`config.mk`:
```
export PLATFORM = sky130hd
export DESIGN_NAME = loopback_bist
export DESIGN_NICKNAME = d
export VERILOG_FILES = /design/src/hdl/lpbk_bist_pkg.sv /design/src/hdl/pattern_gen.sv /design/src/hdl/loopback_bist.sv
export VERILOG_INCLUDE_DIRS = /design/src /design/src/hdl
export SDC_FILE = /design/constraint.sdc
export NUM_CORES = 1
export LEC_CHECK = 0
export BUFFER_PORTS_ARGS = -buffer_cell sky130_fd_sc_hd__buf_2
export CAP_MARGIN = 0
export CORE_MARGIN = 4
export CORE_UTILIZATION = 40
export CTS_CLUSTER_DIAMETER = 80
export CTS_CLUSTER_SIZE = 24
export DETAILED_ROUTE_END_ITERATION = 12
export GPL_TIMING_DRIVEN = 1
export SLEW_MARGIN = 20
export SYNTH_ARGS = -nofsm -noshare
export SYNTH_HDL_FRONTEND = slang
export SYNTH_HIERARCHICAL = 1
export SYNTH_SLANG_ARGS = --single-unit
```
`constraint.sdc`:
```
create_clock -name clk -period 3 [get_ports clk]
set_input_delay 0.15 -clock clk [delete_from_list [all_inputs] [get_ports clk]]
set_output_delay 0.15 -clock clk [all_outputs]
set_load 0.02 [all_outputs]
```
`src/hdl/lpbk_bist_params.svh`:
```
// Constants for the loopback and self-test channel logic
`ifndef LPBK_BIST_PARAMS_SVH
`define LPBK_BIST_PARAMS_SVH
`define K28_5 8'hbc
`define K27_7 8'hfb
`define K28_0 8'h1c
`define K28_1 8'h3c
`define K28_2 8'h5c
`define K28_3 8'h7c
`define K28_4 8'h9c
`define K28_6 8'hdc
`define K28_7 8'hfc
`define K23_7 8'hf7
`define K30_7 8'hfe
`define K29_7 8'hfd
`define INC_SEQ_LEN 9'h10c
`define PRBS_COUNT 10'h3ff
`define PRBS_SEED 10'h3ff
`define PRBS_ALIGN 10'h3ff
`define PRBS_TAP_A 9
`define PRBS_TAP_B 6
`endif

```
`src/hdl/lpbk_bist_pkg.sv`:
```
// Types shared by the loopback and self-test channel logic
`default_nettype none
package lpbk_bist_pkg;
	typedef enum logic [1:0] {
		TEST_OFF = 2'h0,
		TEST_INC = 2'h1,
		TEST_PRBS = 2'h2
	} test_mode_t;
	typedef enum logic [2:0] {
		LB_NONE = 3'h1,
		LB_SERIAL = 3'h2,
		LB_REV = 3'h4
	} lb_state_t;
	typedef struct packed {
		logic is_k;
		logic [7:0] data;
	} char_t;
	typedef struct packed {
		logic done;
		logic err;
	} bist_flags_t;
endpackage
`default_nettype wire

```
`src/hdl/pattern_gen.sv`:
```
// Incremental character and PRBS10 pattern generator
`include "lpbk_bist_params.svh"
`default_nettype none
module pattern_gen
	import lpbk_bist_pkg::*;
#(
	parameter test_mode_t MODE = TEST_INC
) (
	// Clock and reset
	input wire logic clk,
	input wire logic reset_n,
	input wire logic restart,
	// Pattern out
	output char_t chr_q,
	output logic [9:0] raw_q
);
	logic [8:0] idx_q;
	logic [8:0] idx_d;
	logic [9:0] lfsr_d;
	char_t chr_d;

	// Sequence character at a given step
	function automatic char_t inc_char(input logic [8:0] i);
		char_t c;
		c = '{is_k: 1'b1, data: `K28_5};
		if (i == 9'h000)
			c.data = `K28_5;
		else if (i == 9'h001)
			c.data = `K27_7;
		else if (i < 9'h102)
			c = '{is_k: 1'b0, data: 8'(i - 9'h002)};
		else begin
			case (i)
				9'h102: c.data = `K28_0;
				9'h103: c.data = `K28_1;
				9'h104: c.data = `K28_2;
				9'h105: c.data = `K28_3;
				9'h106: c.data = `K28_4;
				9'h107: c.data = `K28_6;
				9'h108: c.data = `K28_7;
				9'h109: c.data = `K23_7;
				9'h10a: c.data = `K30_7;
				default: c.data = `K29_7;
			endcase
		end
		return c;
	endfunction

	// Wrap after the end-of-frame character
	assign idx_d = (idx_q == `INC_SEQ_LEN - 9'h001) ? 9'h000 : idx_q + 9'h001;
	assign chr_d = inc_char(idx_q);
	// x^10 + x^7 + 1, maximal length
	assign lfsr_d = {raw_q[8:0], raw_q[`PRBS_TAP_A] ^ raw_q[`PRBS_TAP_B]};

	// Step generators
	always_ff @(posedge clk or negedge reset_n) begin
		if (!reset_n) begin
			idx_q <= 9'h000;
			chr_q <= '0;
			raw_q <= `PRBS_SEED;
		end else if (restart) begin
			idx_q <= 9'h000;
			raw_q <= `PRBS_SEED;
		end else begin
			idx_q <= idx_d;
			chr_q <= chr_d;
			raw_q <= (MODE == TEST_PRBS) ? lfsr_d : raw_q;
		end
	end
endmodule
`default_nettype wire

```
`src/hdl/loopback_bist.sv`:
```
// Loopback paths and self-test verifier of one transceiver channel
`include "lpbk_bist_params.svh"
`default_nettype none
module loopback_bist
	import lpbk_bist_pkg::*;
#(
	parameter bit PIPE_MODE = 1'b0,
	parameter bit REV_SERIAL = 1'b0,
	parameter bit ENC_8B10B = 1'b1,
	parameter logic [9:0] ALIGN_PATTERN = 10'h17c,
	parameter test_mode_t TEST_MODE = TEST_INC,
	parameter bit PRBS_SERIAL_LB = 1'b1,
	parameter int SERDES_WIDTH = 10
) (
	// Clock and reset
	input wire logic clk,
	input wire logic reset_n,
	input wire logic rx_digital_reset,
	// Loopback controls
	input wire logic serial_lpbk_en,
	input wire logic pipe_rev_lpbk,
	// Fabric transmit side
	input wire char_t tx_char,
	// Receive serial and recovered-clock retimed input
	input wire logic rx_serial,
	input wire logic word_sync,
	input wire logic [9:0] rx_raw,
	input wire char_t rx_char,
	input wire logic [9:0] rm_raw,
	// Outputs
	output logic tx_serial,
	output logic tx_drv_en,
	output logic [9:0] tx_raw_q,
	output char_t tx_enc_q,
	output logic enc_bypass_q,
	output logic deskew_en_q,
	output logic rx_from_tx_q,
	output logic [9:0] fabric_raw_q,
	output char_t fabric_char_q,
	output bist_flags_t flags_q
);
	lb_state_t lb_q;
	lb_state_t lb_d;
	char_t gen_chr;
	logic [9:0] gen_raw;
	logic [8:0] vidx_q;
	logic [9:0] vcnt_q;
	logic [9:0] vlfsr_q;
	logic vseed_q;
	logic inc_ok;
	logic prbs_on;
	logic rev_ok;
	logic prbs_ok;
	logic serial_allowed;
	logic [9:0] exp_lfsr;
	bist_flags_t flags_d;
	char_t exp_chr;

	// Expected incremental character, same table as the generator
	function automatic char_t exp_at(input logic [8:0] i);
		char_t c;
		c = '{is_k: 1'b1, data: `K28_5};
		if (i == 9'h001)
			c.data = `K27_7;
		else if (i >= 9'h002 && i < 9'h102)
			c = '{is_k: 1'b0, data: 8'(i - 9'h002)};
		else if (i >= 9'h102) begin
			case (i)
				9'h102: c.data = `K28_0;
				9'h103: c.data = `K28_1;
				9'h104: c.data = `K28_2;
				9'h105: c.data = `K28_3;
				9'h106: c.data = `K28_4;
				9'h107: c.data = `K28_6;
				9'h108: c.data = `K28_7;
				9'h109: c.data = `K23_7;
				9'h10a: c.data = `K30_7;
				default: c.data = `K29_7;
			endcase
		end
		return c;
	endfunction

	////////////////////////////////////////////////////////////////////////
	// Generator

	// Generator is restarted by the same digital reset as the verifier
	pattern_gen #(
		.MODE(TEST_MODE)
	) u_gen (
		.clk(clk),
		.reset_n(reset_n),
		.restart(rx_digital_reset),
		.chr_q(gen_chr),
		.raw_q(gen_raw)
	);

	////////////////////////////////////////////////////////////////////////
	// Static configuration checks

	// Illegal static combinations simply fall back to no test path
	assign rev_ok = REV_SERIAL && !PIPE_MODE && ENC_8B10B
		&& ALIGN_PATTERN == 10'h17c;
	assign prbs_ok = TEST_MODE == TEST_PRBS && SERDES_WIDTH == 10
		&& ALIGN_PATTERN == `PRBS_ALIGN;
	assign prbs_on = prbs_ok;
	assign inc_ok = TEST_MODE == TEST_INC && ENC_8B10B;
	// Run-time serial loopback only outside PIPE and PRBS-without-loopback
	assign serial_allowed = !PIPE_MODE && !rev_ok
		&& !(TEST_MODE == TEST_PRBS && !PRBS_SERIAL_LB);

	////////////////////////////////////////////////////////////////////////
	// Loopback selection

	// Reverse serial is static; serial loopback follows its input
	always_comb begin
		case (1'b1)
			rev_ok: lb_d = LB_REV;
			serial_allowed && serial_lpbk_en: lb_d = LB_SERIAL;
			default: lb_d = LB_NONE;
		endcase
	end

	always_ff @(posedge clk or negedge reset_n) begin
		if (!reset_n)
			lb_q <= LB_NONE;
		else
			lb_q <= lb_d;
	end

	// Serial output: reverse serial sends the retimed input straight out
	assign tx_serial = (lb_q == LB_REV) ? rx_serial : tx_raw_q[0];
	// Transmit driver stays on in every loopback mode
	assign tx_drv_en = 1'b1;

	////////////////////////////////////////////////////////////////////////
	// Transmit datapath and PIPE reverse parallel loopback

	// Rate-matched receive word replaces fabric data when looped back
	always_ff @(posedge clk or negedge reset_n) begin
		if (!reset_n) begin
			tx_raw_q <= '0;
			tx_enc_q <= '0;
			enc_bypass_q <= 1'b0;
			deskew_en_q <= 1'b0;
			rx_from_tx_q <= 1'b0;
		end else begin
			if (PIPE_MODE && pipe_rev_lpbk)
				tx_raw_q <= rm_raw;
			else if (prbs_on)
				tx_raw_q <= gen_raw;
			else
				tx_raw_q <= tx_raw_q;
			tx_enc_q <= inc_ok ? gen_chr : tx_char;
			enc_bypass_q <= prbs_on;
			deskew_en_q <= PIPE_MODE && !pipe_rev_lpbk;
			rx_from_tx_q <= lb_d == LB_SERIAL;
		end
	end

	// Receive data always reaches the fabric, looped or not
	always_ff @(posedge clk or negedge reset_n) begin
		if (!reset_n) begin
			fabric_raw_q <= '0;
			fabric_char_q <= '0;
		end else begin
			fabric_raw_q <= rx_raw;
			fabric_char_q <= rx_char;
		end
	end

	////////////////////////////////////////////////////////////////////////
	// Verifier

	assign exp_chr = exp_at(vidx_q);
	// Verifier LFSR reloads from every synced word before done
	assign exp_lfsr = {vlfsr_q[8:0],
		vlfsr_q[`PRBS_TAP_A] ^ vlfsr_q[`PRBS_TAP_B]};

	// Error is a level that follows mismatch until done
	always_comb begin
		flags_d = flags_q;
		if (flags_q.done)
			flags_d.err = 1'b0;
		else if (inc_ok)
			flags_d.err = rx_char != exp_chr;
		else if (prbs_on && word_sync && vseed_q)
			flags_d.err = rx_raw != exp_lfsr;
		else
			flags_d.err = 1'b0;
		if (inc_ok && vidx_q == `INC_SEQ_LEN - 9'h001)
			flags_d.done = 1'b1;
		if (prbs_on && word_sync && vseed_q
			&& vcnt_q == `PRBS_COUNT - 10'h001)
			flags_d.done = 1'b1;
	end

	// Reverse serial loopback does not need the K28.5 pattern checked here;
	// restart takes priority so a reset pulse always clears done
	always_ff @(posedge clk or negedge reset_n) begin
		if (!reset_n) begin
			flags_q <= '0;
			vidx_q <= '0;
			vcnt_q <= '0;
			vlfsr_q <= '0;
			vseed_q <= 1'b0;
		end else if (rx_digital_reset) begin
			flags_q <= '0;
			vidx_q <= '0;
			vcnt_q <= '0;
			vseed_q <= 1'b0;
		end else if (!flags_q.done) begin
			flags_q <= flags_d;
			if (inc_ok)
				vidx_q <= vidx_q + 9'h001;
			if (prbs_on && word_sync) begin
				vseed_q <= 1'b1;
				vlfsr_q <= rx_raw;
				if (vseed_q)
					vcnt_q <= vcnt_q + 10'h001;
			end
		end
	end

	////////////////////////////////////////////////////////////////////////
	// Checks

	a_done_sticky: assert property (@(posedge clk) disable iff (!reset_n)
		flags_q.done && !rx_digital_reset |=> flags_q.done)
		else $error("done dropped without restart");
	a_restart_clear: assert property (@(posedge clk) disable iff (!reset_n)
		rx_digital_reset |=> !flags_q.done && !flags_q.err)
		else $error("restart left flags set");
	a_err_after_done: assert property (@(posedge clk) disable iff (!reset_n)
		flags_q.done |-> !flags_q.err)
		else $error("error raised after done");
	a_inc_err: assert property (@(posedge clk) disable iff (!reset_n)
		inc_ok && !flags_q.done && !rx_digital_reset
		&& rx_char != exp_chr |=> flags_q.err)
		else $error("mismatch not flagged");
	a_deskew_off: assert property (@(posedge clk) disable iff (!reset_n)
		PIPE_MODE && pipe_rev_lpbk |=> !deskew_en_q)
		else $error("deskew on in reverse loopback");
	a_pipe_loop: assert property (@(posedge clk) disable iff (!reset_n)
		PIPE_MODE && pipe_rev_lpbk |=> tx_raw_q == $past(rm_raw))
		else $error("reverse parallel data not looped");
	a_pipe_no_serial: assert property (@(posedge clk) disable iff (!reset_n)
		PIPE_MODE |-> !rx_from_tx_q && lb_q != LB_REV)
		else $error("serial loopback in PIPE");
	a_rev_out: assert property (@(posedge clk) disable iff (!reset_n)
		lb_q == LB_REV |-> tx_serial == rx_serial)
		else $error("reverse serial not passed");
	a_serial_follow: assert property (@(posedge clk) disable iff (!reset_n)
		serial_allowed && serial_lpbk_en |=> rx_from_tx_q)
		else $error("serial loopback not applied");
	a_bypass: assert property (@(posedge clk) disable iff (!reset_n)
		prbs_on |=> enc_bypass_q)
		else $error("encoder not bypassed in PRBS");
endmodule
`default_nettype wire

```
# == Yosys cells after proc, flatten, opt, wreduce, memory -nomap -nowiden ==
# Cells that the tools add are included.
# W data, S select, Z words.
# word_totals
register_bits,60
input_bits,45
out_inout_bits,45
word_cells,71
# op_classes
add_sub_neg,4
n_lt_le_gt_ge,4
n_eq_ne,26
n_mux,22
n_reduce_logical,2
# ops
operator,count
$eq A9 B9 Y1 const B,20
$pmux W8 S9,2
$mux W8,6
$mux W9,4
$add A9 B1 Y9 const B,2
$eq A9 B1 Y1 const B,2
$lt A9 B9 Y1 const B,2
$sub A8 B2 Y8 const B,2
$ge A9 B2 Y1 const B,1
$ge A9 B9 Y1 const B,1
$logic_not A9 Y1,1
$ne A9 B9 Y1,1
$mux W1,7
$mux W2,3
$eq A2 B3 Y1 const B,1
$eq A2 B2 Y1 const B,1
$ne A2 B2 Y1 const B,1
$logic_and A1 B1 Y1,1

# == Depth between registers and ports, before layout ==
# logic_depth
depth_word,8
mapped_depth,10

# == Modules after synthesis ==
# The synthesis kept the hierarchy.
# modules_own_cells
mod,n_inst,cells_each,area_each_um2
loopback_bist,1,195,2085.8
pattern_gen,1,152,1293.7

# == Least setup slack after synthesis ==
# Ideal clock, no wire load.
# synth_timing
path_type,register -> register
start,register vidx_q[2]
end,register flags_q[0] in the netlist's numbering
setup_ns,0.124
arrival_time_ns,2.450
setup_slack_ns,0.426
path_stages_with_launch,11
n_path_buf,1
synth_period_minus_slack_ns,2.574
cell_sequence,dfrtp_1 > buf_2 > inv_1 > ha_1 > or3b_4 > o21a_4 > a31oi_4 > a21oi_2 > a2111oi_2 > nand4_1 > o31a_1
# synth_via
elab_chain_cells,8
elab_cells_between_ends,24
# synth_rtl
item,line_no,rtl
start: declaration,loopback_bist.sv:46,logic [8:0] vidx_q;
start signal: assignment,loopback_bist.sv:215,vidx_q <= vidx_q + 9'h001;
"parallel branches: the longest is 5 deep, another holds $ge A9 B9 Y1",--,
$ne A9 B9 Y1 *,loopback_bist.sv:186,flags_d.err = rx_char != exp_chr;
$mux W2 *,loopback_bist.sv:212,end else if (!flags_q.done) begin
$mux W2 *,loopback_bist.sv:207,end else if (rx_digital_reset) begin
end signal: assignment,loopback_bist.sv:213,flags_q <= flags_d;
end: declaration,loopback_bist.sv:40,output bist_flags_t flags_q
# Mark *: on every way between the ends. The select of a mux whose other input is x is not followed.
# A chain may end at the register's enable or synchronous reset.

# == Final worst setup path ==
# layout_timing
start,register vidx_q[0]
end,register flags_q[0] in the netlist's numbering
# The elaborated chain is that of the path after synthesis.

==> run_results.csv <==
group,metric,value,unit
worst_setup_path,start_kind,"flip-flop",
grt,grt_max_degree,41,
pwr,p_leak,1.79,nW
route,drt_iter0_markers,197,
route,ant_nets,0,
grt,grt_pass1_wl,12.1,mm
floorplan,pin_count,90,
worst_setup_path,crit_fanout,9,
cells_and_area,area_growth,21.2,%
route,drtPass1Iterations,4,
worst_setup_path,arrival,2870,ps
sta,min_period,2640,ps
cells_and_area,drive_gt1_share,22.9,%
sta,setup_viol,0,
cts,htree_num_levels,3,
grt,grt_pass1_vias,2540,
hold_path,hold_path_class,"in2reg",
job,drv_cap,0,
logic_synthesis,yosys_warnings,6,
place,gp_congestion,0.864,
logic_synthesis,syn_avg_cell_area,9.82,um2
sta,slew_viol_final,0,
worst_setup_path,startpoint,"vidx_q[0]",
route,wl_per_cell,13.9,um
worst_setup_path,worstPathRequired,3220,ps
cts,clk_latency,340,ps
grt,grt_overflow,0,
floorplan,core_area,0.00789,mm2
cells_and_area,fin_nets,463,
worst_setup_path,crit_end,"flags_q[0]",
sta,relSlewSlack,66.3,%
logic_synthesis,syn_area,0.00330,mm2
worst_setup_path,r2r_start,"vidx_q[0]",
cts,cts-root-buf,"clkbuf_8",
cts,cts_tree,"yes",
cts,cts_made_buffers,9,
grt,grt_usage,15.3,%
sta,final_hold_viol_count,0,
sta,post-route-period-util,88.1,%
logic_synthesis,synthCells,336,
floorplan,start_util,41.8,%
worst_setup_path,r2r_setup_slack,360,ps
route,drc,0,
cts,clk_pin_slew,70,ps
sta,setup_tns,0,ps
route,vias_per_cell,5.02,
sta,fin_worst_skew,6.67,ps
worst_setup_path,worstReg2RegEnd,"flags_q[0]",
grt,grt_antenna_before_repair,0,
cts,hold_buffers,21,
worst_setup_path,r2r_cells,9,
worst_setup_path,worstSetupPathType,"reg2reg",
sta,grt_setup_unrepaired,"false",
cells_and_area,fillCellCount,723,
route,vias,2568,
worst_setup_path,crit_path_end_kind,"flip-flop",
floorplan,die_area,0.00977,mm2
pwr,p_total,0.00210,W
place,port_buffers,53,
cts,cts_setup_buffers,0,
route,routed_wl,7.13,mm
status,outcome,"finished clean",
cts,cts_resized,0,
floorplan,die_y,98.8,um
floorplan,die_x,98.8,um
sta,fmax,0.378,GHz
sta,tightest_slew,505,ps
cells_and_area,n_antenna_cell,0,
place,dp.final_hpwl,5.11,mm
floorplan,num_rows,32,
pwr,cellPowerDensity,526,mW/mm2
pwr,irDropWorstVdd,186,uV
cts,clk_path_buf_depth,2,
cts,clock-sinks,58,
==> area by class of cell <==
| type | instances | area (um2) | area share, % |
|---|---|---|---|
| multi-input combinational | 240 | 1620 | 40.5 |
| sequential | 58 | 1450 | 36.3 |
| timing repair buffer | 79 | 513 | 12.8 |
| tap | 102 | 128 | 3.19 |
| clock buffer | 9 | 124 | 3.10 |
| clock inverter | 7 | 103 | 2.56 |
| inverter | 17 | 63.8 | 1.59 |
==> cell usage in the layout (no fill, tap or decap), drive strengths merged, types with 3 or more instances in the layout <==
master,count
a21oi,11
a221oi,4
a22o,3
a31oi,10
and2,6
and3,3
buf,58
clkbuf,9
clkinv,3
conb,14
dfrtp,58
dlygate4sd3,21
ha,13
inv,18
mux2i,3
nand2,16
nand3,8
nand4,5
nor2,43
nor2b,4
nor3,13
nor4,3
o21ai,16
o2bb2ai,3
or3,3
xnor2,15
xor2,9
==> routing by layer <==
| metal | up-vias | share of wire [%] | GRT usage [%] |
|---|---|---|---|
| li1 | 1284 | - | - |
| met1 | 1184 | 48 | 21.7 |
| met2 | 85 | 43 | 22.1 |
| met3 | 15 | 5.9 | 2.90 |
| met4 | 0 | 2.4 | 7.88 |
| met5 | - | 0 | 0 |
==> worst max-delay path, cell delays in order, from the launching register on <==
cell and delay, ps:
dfrtp_1 540, inv_1 110, ha_1 290, o31ai_1 270
a31oi_1 140, o21bai_1 190, o2111a_1 200, a2111oi_2 360
nand4_1 130, o31a_1 300
==> registers in the layout, indices dropped and copies added, names as in the netlist <==
register and flops:
flags_q 2, rx_from_tx_q 1, fabric_raw_q 10, fabric_char_q 9, vidx_q 9, u_gen/idx_q 9, u_gen/chr_q 9, tx_enc_q 9
==> through the flow <==
step	hold WS (ps)	instance area [um2]	util [%]	setup slack [ps]	instances
floorplan	-146	3350	-	426	348
global placement	113	3560	45.2	421	475
detailed placement	120	3560	45.2	412	475
CTS	244	4000	50.7	379	512
global route	270	4000	50.7	127	512
finish	249	4000	50.7	356	512
==> where the power goes <==
part / switching (W) / leakage [nW] / internal, W
combinational: 0.000256 / 0.990 / 0.000177
clock: 0.000329 / 0.110 / 0.000474
sequential: 0.0000277 / 0.694 / 0.000839
total: 0.000612 / 1.79 / 0.00149
==> worst min-delay path by stage <==
stage                                  end  depth (start not counted)        startpoint
final                           flags_q[1]                          2  rx_digital_reset
after global routing             vidx_q[8]                          2  rx_digital_reset
after CTS                        vidx_q[2]                          2  rx_digital_reset
after detailed placement    u_gen/idx_q[5]                          1           reset_n
after global placement      u_gen/idx_q[5]                          1           reset_n
after floorplan           fabric_char_q[0]                          0           reset_n
No activity file was read; power rests on OpenSTA's default activity.
